**src/hw/tdcm_pkg.sv**
```systemverilog
package tdcm_pkg;
  // ----------------------------------------
  // register map (byte addresses)
  // ----------------------------------------
  localparam logic [7:0]  ADDR_CFG    = 8'h00;
  localparam logic [7:0]  ADDR_CTRL   = 8'h04;
  localparam logic [7:0]  ADDR_STATUS = 8'h08;
  localparam logic [7:0]  ADDR_RES    = 8'h0C;
  localparam logic [7:0]  ADDR_SUM    = 8'h10;
  localparam logic [31:0] CFG_RST     = 32'h0008_2600;
  // ----------------------------------------
  // cfg field positions
  // ----------------------------------------
  localparam int F_MODE2   = 0;
  localparam int F_ST_FALL = 1;
  localparam int F_C1_FALL = 2;
  localparam int F_C1_BOTH = 3;
  localparam int F_C2_FALL = 4;
  localparam int F_C2_BOTH = 5;
  localparam int F_ANALOG  = 6;
  localparam int F_AUTOSUM = 7;
  localparam int F_ERRFILL = 8;
  localparam int F_CHARGE  = 9;
  localparam int F_TIMO    = 11;
  localparam int F_EXP1    = 13;
  localparam int F_EXP2    = 16;
  localparam int F_OP1     = 19;
  localparam int F_OP2     = 23;
  localparam int F_IRQEN   = 27;
  // status flag bits
  localparam int S_TIMO = 0;
  localparam int S_ENDH = 1;
  localparam int S_ALU  = 2;
  // ----------------------------------------
  // timing
  // ----------------------------------------
  localparam int CLK_NS     = 5;
  localparam int US_NS      = 1000;
  localparam int CYC_PER_US = US_NS / CLK_NS;
  localparam int MODE2_HITS = 3;
  localparam logic [10:0] TIMO_US0 = 11'd64;
  localparam logic [10:0] TIMO_US1 = 11'd256;
  localparam logic [10:0] TIMO_US2 = 11'd512;
  localparam logic [10:0] TIMO_US3 = 11'd1024;
  localparam logic [10:0] CHG_US0  = 11'd90;
  localparam logic [10:0] CHG_US1  = 11'd120;
  localparam logic [10:0] CHG_US2  = 11'd150;
  localparam logic [10:0] CHG_US3  = 11'd300;
  typedef enum logic [3:0] {
    ST_IDLE = 4'b0001,
    ST_CAP  = 4'b0010,
    ST_CALC = 4'b0100,
    ST_DONE = 4'b1000
  } tdcm_state_t;
endpackage

```
**src/hw/tdcm_chan.sv**
```systemverilog
module tdcm_chan #(
  parameter int HITS = 4
) (
  input  wire logic               i_clk,
  input  wire logic               i_rst_b,
  input  wire logic               i_pin,
  input  wire logic               i_fall,
  input  wire logic               i_both,
  input  wire logic               i_arm,
  input  wire logic               i_run,
  input  wire logic [2:0]         i_limit,
  input  wire logic [31:0]        i_ts,
  output logic      [2:0]         o_cnt,
  output logic                    o_full,
  output logic      [HITS*32-1:0] o_times
);
  if (HITS < 1 || HITS > 7) begin : g_chk
    $error("tdcm_chan: HITS out of range");
  end
  logic        prev_r;
  logic [2:0]  cnt_r;
  logic [31:0] t_r [HITS];
  wire rise = i_pin & ~prev_r;
  wire fall = ~i_pin & prev_r;
  wire hit  = i_both ? (rise | fall) : (i_fall ? fall : rise);
  wire full = (cnt_r >= i_limit);
  wire take = i_run & hit & ~full;

  always_ff @(posedge i_clk or negedge i_rst_b) begin
    if (!i_rst_b) begin
      prev_r <= 1'b0;
      cnt_r  <= 3'h0;
    end else begin
      prev_r <= i_pin;
      if (i_arm) begin
        cnt_r <= 3'h0;
      end else if (take) begin
        cnt_r <= cnt_r + 3'h1;
      end
    end
  end

  for (genvar g = 0; g < HITS; g++) begin : g_hit
    always_ff @(posedge i_clk or negedge i_rst_b) begin
      if (!i_rst_b) begin
        t_r[g] <= 32'h0000_0000;
      end else if (take && cnt_r == 3'(g)) begin
        t_r[g] <= i_ts;
      end
    end
    assign o_times[g*32 +: 32] = t_r[g];
  end
  assign o_cnt  = cnt_r;
  assign o_full = full;
endmodule

```
**src/hw/tdcm_us_timer.sv**
```systemverilog
module tdcm_us_timer #(
  parameter int CYC_PER_US = 200
) (
  input  wire logic        i_clk,
  input  wire logic        i_rst_b,
  input  wire logic        i_start,
  input  wire logic        i_stop,
  input  wire logic [10:0] i_lim_us,
  output logic             o_busy,
  output logic             o_expire
);
  if (CYC_PER_US < 2 || CYC_PER_US > 1023) begin : g_chk
    $error("tdcm_us_timer: CYC_PER_US out of range");
  end
  logic [9:0]  div_r;
  logic [10:0] us_r;
  logic        busy_r;
  // one-cycle microsecond enable from the divider
  wire tick = busy_r && div_r == 10'(CYC_PER_US - 1);
  wire done = tick && (us_r + 11'h1) >= i_lim_us;

  always_ff @(posedge i_clk or negedge i_rst_b) begin
    if (!i_rst_b) begin
      div_r  <= 10'h000;
      us_r   <= 11'h000;
      busy_r <= 1'b0;
    end else if (i_start) begin
      div_r  <= 10'h000;
      us_r   <= 11'h000;
      busy_r <= 1'b1;
    end else if (i_stop || done) begin
      busy_r <= 1'b0;
    end else if (busy_r) begin
      div_r <= tick ? 10'h000 : div_r + 10'h001;
      us_r  <= tick ? us_r + 11'h001 : us_r;
    end
  end
  assign o_busy   = busy_r;
  assign o_expire = done & ~i_start & ~i_stop;
endmodule

```
**src/hw/tdcm_top.sv**
```systemverilog
// Notes on behaviour
// - mode 2 result is second operand time minus first operand time
// - mode 2 captures at most three hits on stop channel one
// - mode 2 second operand picks hit one, two or three of channel one
// - mode 2 first operand is always the start event
// - mode 1 result is first operand time minus second operand time
// - mode 1 operands pick start or any of the first four hits on either stop channel
// - mode bit set selects mode 2, cleared selects mode 1
// - analog select off: digital stop pins; on: analog receiver feeds stop one, stop two stays digital
// - charge time selectable 90, 120, 150, 300 us, default 300
// - mode 2 auto hit sum computes three hit results and their sum register
// - timeout 64 to 1024 us flags missing hits
// - separate expected hit counts for stop channels one and two
// - start edge: falling when bit set, else rising
// - stop one edge: falling or rising, or both edges
// - stop two edge: falling or rising, or both edges
// - interrupt on timeout, end of hits, calculation done, each enabled
// - timeout error fill writes all ones into the result
module tdcm_top
  import tdcm_pkg::*;
#(
  parameter int HITS = 4
) (
  input  wire logic        i_clk,
  input  wire logic        i_rst_b,
  input  wire logic        i_psel,
  input  wire logic        i_penable,
  input  wire logic        i_pwrite,
  input  wire logic [7:0]  i_paddr,
  input  wire logic [31:0] i_pwdata,
  output logic      [31:0] o_prdata,
  output logic             o_pready,
  output logic             o_pslverr,
  input  wire logic        i_start,
  input  wire logic        i_stop_channel_one,
  input  wire logic        i_stop_channel_two,
  input  wire logic        i_analog_stop,
  output logic             o_charge_capacitor,
  output logic             o_busy,
  output logic             o_irq
);
  import tdcm_pkg::*;
  if (HITS != 4) begin : g_chk
    $error("tdcm_top: operand encoding serves four hits per channel");
  end
  // ----------------------------------------
  // apb slave
  // ----------------------------------------
  logic [31:0] cfg_r;
  logic [31:0] prdata_r;
  logic [31:0] res_r;
  logic [31:0] sum_r;
  logic [2:0]  flag_r;
  logic [31:0] ts_r;
  tdcm_state_t st_r;
  tdcm_state_t st_nxt;

  wire acc      = i_psel & i_penable;
  wire setup_rd = i_psel & ~i_penable & ~i_pwrite;
  wire wr       = acc & i_pwrite;
  wire hit_cfg  = i_paddr == ADDR_CFG;
  wire hit_ctrl = i_paddr == ADDR_CTRL;
  wire hit_stat = i_paddr == ADDR_STATUS;
  wire hit_res  = i_paddr == ADDR_RES;
  wire hit_sum  = i_paddr == ADDR_SUM;
  wire mapped   = hit_cfg | hit_ctrl | hit_stat | hit_res | hit_sum;
  wire cfg_wr   = wr & hit_cfg;
  wire arm      = wr & hit_ctrl & i_pwdata[0];
  wire [2:0] clr = (wr & hit_stat) ? i_pwdata[2:0] : 3'h0;

  // ----------------------------------------
  // configuration fields
  // ----------------------------------------
  wire       mode2   = cfg_r[F_MODE2];
  wire       analog  = cfg_r[F_ANALOG];
  wire       autosum = cfg_r[F_AUTOSUM];
  wire       errfill = cfg_r[F_ERRFILL];
  wire [1:0] chg_sel = cfg_r[F_CHARGE +: 2];
  wire [1:0] tmo_sel = cfg_r[F_TIMO +: 2];
  wire [2:0] exp1    = cfg_r[F_EXP1 +: 3];
  wire [2:0] exp2    = cfg_r[F_EXP2 +: 3];
  wire [3:0] op1_sel = cfg_r[F_OP1 +: 4];
  wire [3:0] op2_sel = cfg_r[F_OP2 +: 4];
  wire [2:0] irq_en  = cfg_r[F_IRQEN +: 3];
  // mode 2 caps channel one at three hits
  wire [2:0] lim1 = (mode2 && exp1 > 3'(MODE2_HITS)) ? 3'(MODE2_HITS) : exp1;
  // stop one path follows the front-end select
  wire stop_channel_one_src = analog ? i_analog_stop : i_stop_channel_one;

  always_ff @(posedge i_clk or negedge i_rst_b) begin
    if (!i_rst_b) begin
      cfg_r <= CFG_RST;
    end else if (cfg_wr) begin
      cfg_r <= i_pwdata;
    end
  end

  // ----------------------------------------
  // capture channels
  // ----------------------------------------
  wire cap = st_r == ST_CAP;
  logic [2:0]         st_cnt;
  logic [2:0]         c1_cnt;
  logic [2:0]         c2_cnt;
  logic               st_full;
  logic               c1_full;
  logic               c2_full;
  logic [31:0]        st_t;
  logic [HITS*32-1:0] c1_t;
  logic [HITS*32-1:0] c2_t;
  // stops before the start event carry no meaning, so they are held off
  wire stop_run = cap & st_full;

  tdcm_chan #(.HITS(1)) u_start (
    .i_clk   (i_clk),
    .i_rst_b (i_rst_b),
    .i_pin   (i_start),
    .i_fall  (cfg_r[F_ST_FALL]),
    .i_both  (1'b0),
    .i_arm   (arm),
    .i_run   (cap),
    .i_limit (3'h1),
    .i_ts    (ts_r),
    .o_cnt   (st_cnt),
    .o_full  (st_full),
    .o_times (st_t)
  );
  tdcm_chan #(.HITS(HITS)) u_stop_channel_one (
    .i_clk   (i_clk),
    .i_rst_b (i_rst_b),
    .i_pin   (stop_channel_one_src),
    .i_fall  (cfg_r[F_C1_FALL]),
    .i_both  (cfg_r[F_C1_BOTH]),
    .i_arm   (arm),
    .i_run   (stop_run),
    .i_limit (lim1),
    .i_ts    (ts_r),
    .o_cnt   (c1_cnt),
    .o_full  (c1_full),
    .o_times (c1_t)
  );
  tdcm_chan #(.HITS(HITS)) u_stop_channel_two (
    .i_clk   (i_clk),
    .i_rst_b (i_rst_b),
    .i_pin   (i_stop_channel_two),
    .i_fall  (cfg_r[F_C2_FALL]),
    .i_both  (cfg_r[F_C2_BOTH]),
    .i_arm   (arm),
    .i_run   (stop_run & ~mode2),
    .i_limit (mode2 ? 3'h0 : exp2),
    .i_ts    (ts_r),
    .o_cnt   (c2_cnt),
    .o_full  (c2_full),
    .o_times (c2_t)
  );

  // ----------------------------------------
  // timers
  // ----------------------------------------
  wire [10:0] tmo_us = tmo_sel == 2'h0 ? TIMO_US0 : tmo_sel == 2'h1 ? TIMO_US1 :
                       tmo_sel == 2'h2 ? TIMO_US2 : TIMO_US3;
  wire [10:0] chg_us = chg_sel == 2'h0 ? CHG_US0 : chg_sel == 2'h1 ? CHG_US1 :
                       chg_sel == 2'h2 ? CHG_US2 : CHG_US3;
  wire all_hits = st_full & c1_full & c2_full;
  logic timo_exp;
  logic chg_busy;

  tdcm_us_timer #(.CYC_PER_US(CYC_PER_US)) u_timo (
    .i_clk    (i_clk),
    .i_rst_b  (i_rst_b),
    .i_start  (arm),
    .i_stop   (cap & all_hits),
    .i_lim_us (tmo_us),
    .o_busy   (),
    .o_expire (timo_exp)
  );
  tdcm_us_timer #(.CYC_PER_US(CYC_PER_US)) u_chg (
    .i_clk    (i_clk),
    .i_rst_b  (i_rst_b),
    .i_start  (arm & analog),
    .i_stop   (~analog),
    .i_lim_us (chg_us),
    .o_busy   (chg_busy),
    .o_expire ()
  );
  assign o_charge_capacitor = chg_busy;

  // ----------------------------------------
  // operand selection and arithmetic
  // ----------------------------------------
  // code 0 is start, 1..4 channel one hits, 5..8 channel two hits
  function automatic logic [31:0] pick(input logic [3:0] s);
    logic [31:0] v;
    v = st_t;
    if (s >= 4'h1 && s <= 4'h4) begin
      v = c1_t[(s - 4'h1)*32 +: 32];
    end else if (s >= 4'h5 && s <= 4'h8) begin
      v = c2_t[(s - 4'h5)*32 +: 32];
    end
    return v;
  endfunction

  // mode 2 only offers channel one hits one to three; others fall back to hit one
  wire [3:0]  op2_m2 = (op2_sel >= 4'h1 && op2_sel <= 4'h3) ? op2_sel : 4'h1;
  wire [31:0] op1_t  = mode2 ? st_t : pick(op1_sel);
  wire [31:0] op2_t  = mode2 ? pick(op2_m2) : pick(op2_sel);
  wire [31:0] diff_t = mode2 ? op2_t - op1_t : op1_t - op2_t;
  wire [31:0] sum_t  = (c1_t[31:0] - st_t) + (c1_t[63:32] - st_t) + (c1_t[95:64] - st_t);
  wire        fail   = cap & ~all_hits & timo_exp;
  wire        to_calc = cap & all_hits;

  always_comb begin
    st_nxt = st_r;
    case (st_r)
      ST_IDLE: st_nxt = ST_IDLE;
      ST_CAP:  st_nxt = to_calc ? ST_CALC : (fail ? ST_DONE : ST_CAP);
      ST_CALC: st_nxt = ST_DONE;
      ST_DONE: st_nxt = ST_DONE;
      default: st_nxt = ST_IDLE;
    endcase
    if (arm) begin
      st_nxt = ST_CAP;
    end
  end

  always_ff @(posedge i_clk or negedge i_rst_b) begin
    if (!i_rst_b) begin
      st_r  <= ST_IDLE;
      ts_r  <= 32'h0000_0000;
      res_r <= 32'h0000_0000;
      sum_r <= 32'h0000_0000;
    end else begin
      st_r <= st_nxt;
      ts_r <= ts_r + 32'h0000_0001;
      if (st_r == ST_CALC) begin
        res_r <= diff_t;
        sum_r <= (mode2 && autosum) ? sum_t : 32'h0000_0000;
      end else if (fail && errfill) begin
        res_r <= 32'hFFFF_FFFF;
        sum_r <= 32'hFFFF_FFFF;
      end
    end
  end

  // ----------------------------------------
  // status flags and interrupt
  // ----------------------------------------
  // a new event wins over a clear in the same cycle
  wire [2:0] set = {st_r == ST_CALC, to_calc, fail};
  wire [2:0] flag_nxt = (flag_r & ~clr) | set;

  always_ff @(posedge i_clk or negedge i_rst_b) begin
    if (!i_rst_b) begin
      flag_r   <= 3'h0;
      prdata_r <= 32'h0000_0000;
    end else begin
      flag_r <= flag_nxt;
      if (setup_rd) begin
        prdata_r <= hit_cfg  ? cfg_r :
                    hit_stat ? {22'h00_0000, c2_cnt, c1_cnt, cap, flag_r} :
                    hit_res  ? res_r :
                    hit_sum  ? sum_r : 32'h0000_0000;
      end
    end
  end

  assign o_irq     = |(flag_r & irq_en);
  assign o_busy    = cap;
  assign o_prdata  = prdata_r;
  assign o_pready  = 1'b1;
  assign o_pslverr = acc & ~mapped;
endmodule

```
**config.mk**
```make
export PLATFORM = sky130hd
export DESIGN_NAME = tdcm_top
export DESIGN_NICKNAME = d
export VERILOG_FILES = /design/src/hw/tdcm_pkg.sv /design/src/hw/tdcm_chan.sv /design/src/hw/tdcm_us_timer.sv /design/src/hw/tdcm_top.sv
export SDC_FILE = /design/constraint.sdc
export NUM_CORES = 2
export LEC_CHECK = 0
export BUFFER_PORTS_ARGS = -buffer_cell sky130_fd_sc_hd__buf_4
export CORE_ASPECT_RATIO = 0.75
export CORE_MARGIN = 5
export CORE_UTILIZATION = 60
export CTS_CLUSTER_DIAMETER = 120
export DETAILED_ROUTE_END_ITERATION = 6
export PLACE_DENSITY = 0.85
export SLEW_MARGIN = 15
export SYNTH_ARGS = -nofsm -noshare
export SYNTH_HDL_FRONTEND = slang
export SYNTH_SLANG_ARGS = --single-unit
```
**constraint.sdc**
```tcl
create_clock -name i_clk -period 8.1 [get_ports i_clk]
set_input_delay 0.81 -clock i_clk [delete_from_list [all_inputs] [get_ports i_clk]]
set_output_delay 0.81 -clock i_clk [all_outputs]
set_load 0.01 [all_outputs]
```
==> reports/qor.txt <==
Clk sink count -> 511
Post-synth EDFFs -> 0
Initial DRC count -> 3679
H-tree depth -> 2
Setup bufs post-CTS -> 0
Fill count -> 4216
Crit-path slowest cell -> dfrtp_4
Critical path endpoint category -> register
Min Tclk post-route -> 6.19 ns
Finished Core Util -> 65.4%
Slew HR -> 16.2%
Cell Count Post-Placement -> 4087
Arr. time, crit path -> 6.63 ns
Detailed Route WL -> 97400 um
Fin. Hold Viols -> 0
Worst-margin pin slew -> 1.26 ns
# hold bufs at CTS -> 0
Input/output buffers -> 84
Kind of critical path -> reg -> reg
Cells after synthesis -> 3400
Fin. max-slew vios -> 0
IO Pins -> 86
CP Data Required Time -> 8.54 ns
Number of buffer and inverter stages on the critical path -> 3
Avg Inst Size Synth -> 10.1 um^2
Top FF cell, synth -> dfrtp_1
Clock slew at reported path FFs -> 0.07 ns
Non-Filler Instances -> 4174
Area share of the leading cell type in the synthesized netlist -> 36.7%
Share of synthesized flip-flops with an asynchronous set or reset -> 100%
Syn Nets -> 3683
Share of layout cells above drive strength 1 -> 20.1%
RSZ-0062 raised after global routing -> no
Post-synth top area cell -> dfrtp_1
Die width -> 287 um
Crit-path cells -> ha_1 > nand2b_1 > a21boi_2 > buf_4 > and2_1 > a31oi_1 > a21oi_1 > a21oi_1 > inv_1 > ha_1 > inv_1 > fa_1 > a21oi_1 > o21ai_0 > a211oi_1 > a211o_1 > o21a_1 > o31a_1 > o41ai_2 > xnor2_1 > a21oi_1
Total Power -> 0.00582 W
Most frequent cell after synthesis -> dfrtp_1
Nets -> 3641
VDD IR max -> 0.191 mV
CTS max path bufs -> 3
Achievable Freq -> 0.161 GHz
Num CTS Buffers -> 49
Violated checks -> design-rule violations
Global-route wire length before repair -> 157000 um
Number of global-route vias before repair -> 28.1k
Die area -> 62400 um^2
Pleak -> 17.0 nW
CTS root buf -> clkbuf_16
Crit Path Max Fanout -> 42
Most frequent cells after synthesis -> 506 x dfrtp_1, 321 x inv_1, 299 x mux2_2
Antenna Nets Post-Route -> 0
Final Skew -> 0.0227 ns
Most used cell, CP -> a21oi_1
Row Count -> 76
Max incr delay on CP -> 0.97 ns
Largest net degree at the start of global routing -> 134
Top cells by area, synth -> dfrtp_1 37%, mux2_2 9.8%, mux4_2 8.4%
Residual DRC -> 6
Initial Util -> 60.3%
Total gr overflow -> 0
Post-cts resize count -> 0
Worst-skew pair later-pin latency -> 0.59 ns
DP HPWL -> 66800 um
Setup-failing EPs final -> 0
CTS tree -> yes
Hold Crit Class -> in -> async
Area grow syn2layout -> 8.35%
Top delay family on crit path -> compound AO/OA/AOI/OAI gates
Total Routing Usage GR -> 31.4%
Die Span Y -> 218 um
Worst setup SP type -> register
Via-per-instance ratio -> 6.68
Status -> finished with violations
Wire per inst -> 23.3 um
Register bit total from synthesis -> 511
Max-Cap Viols -> 0
Area of the mapped netlist -> 34500 um^2
Yosys warns -> 0
Power density over cell area -> 156 nW/um^2
Placer congestion estimate -> 0.967
Tcrit/Tclk final -> 76.5%
Yosys cell types -> 82
Core area -> 57100 um^2
Initial antenna violation count -> 0
Total number of vias -> 27.9k
Number of diodes -> 0
Hold WS -> 0.320 ns
Register area share after synthesis -> 37.1%
Setup Total Neg Slack -> 0 ns
DR pass1 iterations -> 7
worst register-to-register path: stages (launching register included):
cell	delay (ns)
dfrtp_4	0.97
ha_1	0.41
nand2b_1	0.10
a21boi_2	0.13
buf_4	0.46
and2_1	0.70
a31oi_1	0.17
a21oi_1	0.18
a21oi_1	0.13
inv_1	0.14
ha_1	0.16
inv_1	0.05
fa_1	0.44
a21oi_1	0.19
o21ai_0	0.13
a211oi_1	0.50
a211o_1	0.29
o21a_1	0.24
o31a_1	0.30
o41ai_2	0.10
xnor2_1	0.17
a21oi_1	0.10
sequential cells by signal, indices dropped and copies added, names as in the netlist, 32 cells and up:
register,cells
cfg_r,32
o_prdata,32
u_start.o_times,32
sum_r,32
ts_r,32
u_stop_channel_one.o_times,128
res_r,32
u_stop_channel_two.o_times,128
routing by layer:
layer	share of wire, %	global-route usage (%)	up-vias
met5	0	0	-
met4	4.9	12.8	0
met3	12	7.72	358
met2	45	48.3	1722
met1	39	43.3	13800
li1	-	-	12000
placed cells by master (no fill, tap or decap), types with 13 or more instances in the layout:
cell type | netlist | final
a21o_1 | 65 | 65
nor2_1 | 245 | 243
xor2_1 | 39 | 39
dfrtp_1 | 506 | 504
o31ai_1 | 14 | 14
a221oi_1 | 66 | 66
nand2_1 | 283 | 283
fa_1 | 93 | 93
buf_4 | 13 | 131
mux4_2 | 128 | 128
or3_1 | 17 | 17
nand4_1 | 22 | 22
o21ai_0 | 178 | 178
mux2i_1 | 14 | 14
o21a_1 | 13 | 13
clkbuf_16 | 0 | 51
ha_1 | 141 | 139
and3_1 | 20 | 20
a31oi_1 | 52 | 50
nand3_1 | 45 | 44
o22ai_1 | 34 | 34
a222oi_1 | 33 | 33
a21oi_1 | 249 | 247
xnor2_1 | 77 | 77
nor3_1 | 29 | 27
inv_1 | 321 | 321
mux2_2 | 299 | 299
o211ai_1 | 21 | 21
nand2b_1 | 19 | 19
final timing paths:
check                          startpoint                             end  slack [ns]  cells after the start
max reg2reg                     cfg_r[23]                       res_r[28]        1.91                     21
min reg2reg                u_chg.div_r[9]                  u_chg.div_r[9]        0.50                      1
min in group i_clk                i_start                  u_start.prev_r        0.36                      1
min                               i_rst_b  u_stop_channel_two.o_times[99]        0.32                      1
max                             cfg_r[23]                       res_r[28]        1.91                     21
max in group asynchronous         i_rst_b                       cfg_r[23]        5.91                      3
cells by family (layout without fill, tap and decap cells):
group / after synthesis / count (layout) / share of synthesized area [%]
compound gates: 800 / 800 / 14.8
xor+xnor: 116 / 116 / 2.95
fa+ha+maj: 234 / 234 / 10.5
buf+inv: 548 / 542 / 6.27
flops: 511 / 511 / 37.1
mux: 448 / 448 / 18.8
other cells: 1 / 1 / 0.0109
simple gates: 742 / 742 / 9.60
power by group:
group	switching (W)	leakage [nW]	internal, W
Sequential	0.0000368	6.60	0.00259
Combinational	0.000438	9.55	0.000277
Clock	0.00105	0.836	0.00143
stage by stage:
| step | setup WS [ns] | instance area (um^2) |
|---|---|---|
| finish | 1.91 | 37300 |
| global placement | 2.23 | 35600 |
| CTS | 2.12 | 37300 |
| global route | 1.54 | 37300 |
| detailed placement | 2.19 | 35600 |
| floorplan | 2.52 | 34500 |
cell type report:
class / instances / area (um^2) / share of cell area [%]
multi-input cells: 2341 / 19600 / 52.6
flip-flops and latches: 511 / 12800 / 34.3
clock buffers: 69 / 1430 / 3.84
inverters: 321 / 1200 / 3.23
repair buffers: 134 / 1040 / 2.78
well taps: 780 / 976 / 2.61
clock inverters: 18 / 264 / 0.707
Power figures use the tool's default switching activity.
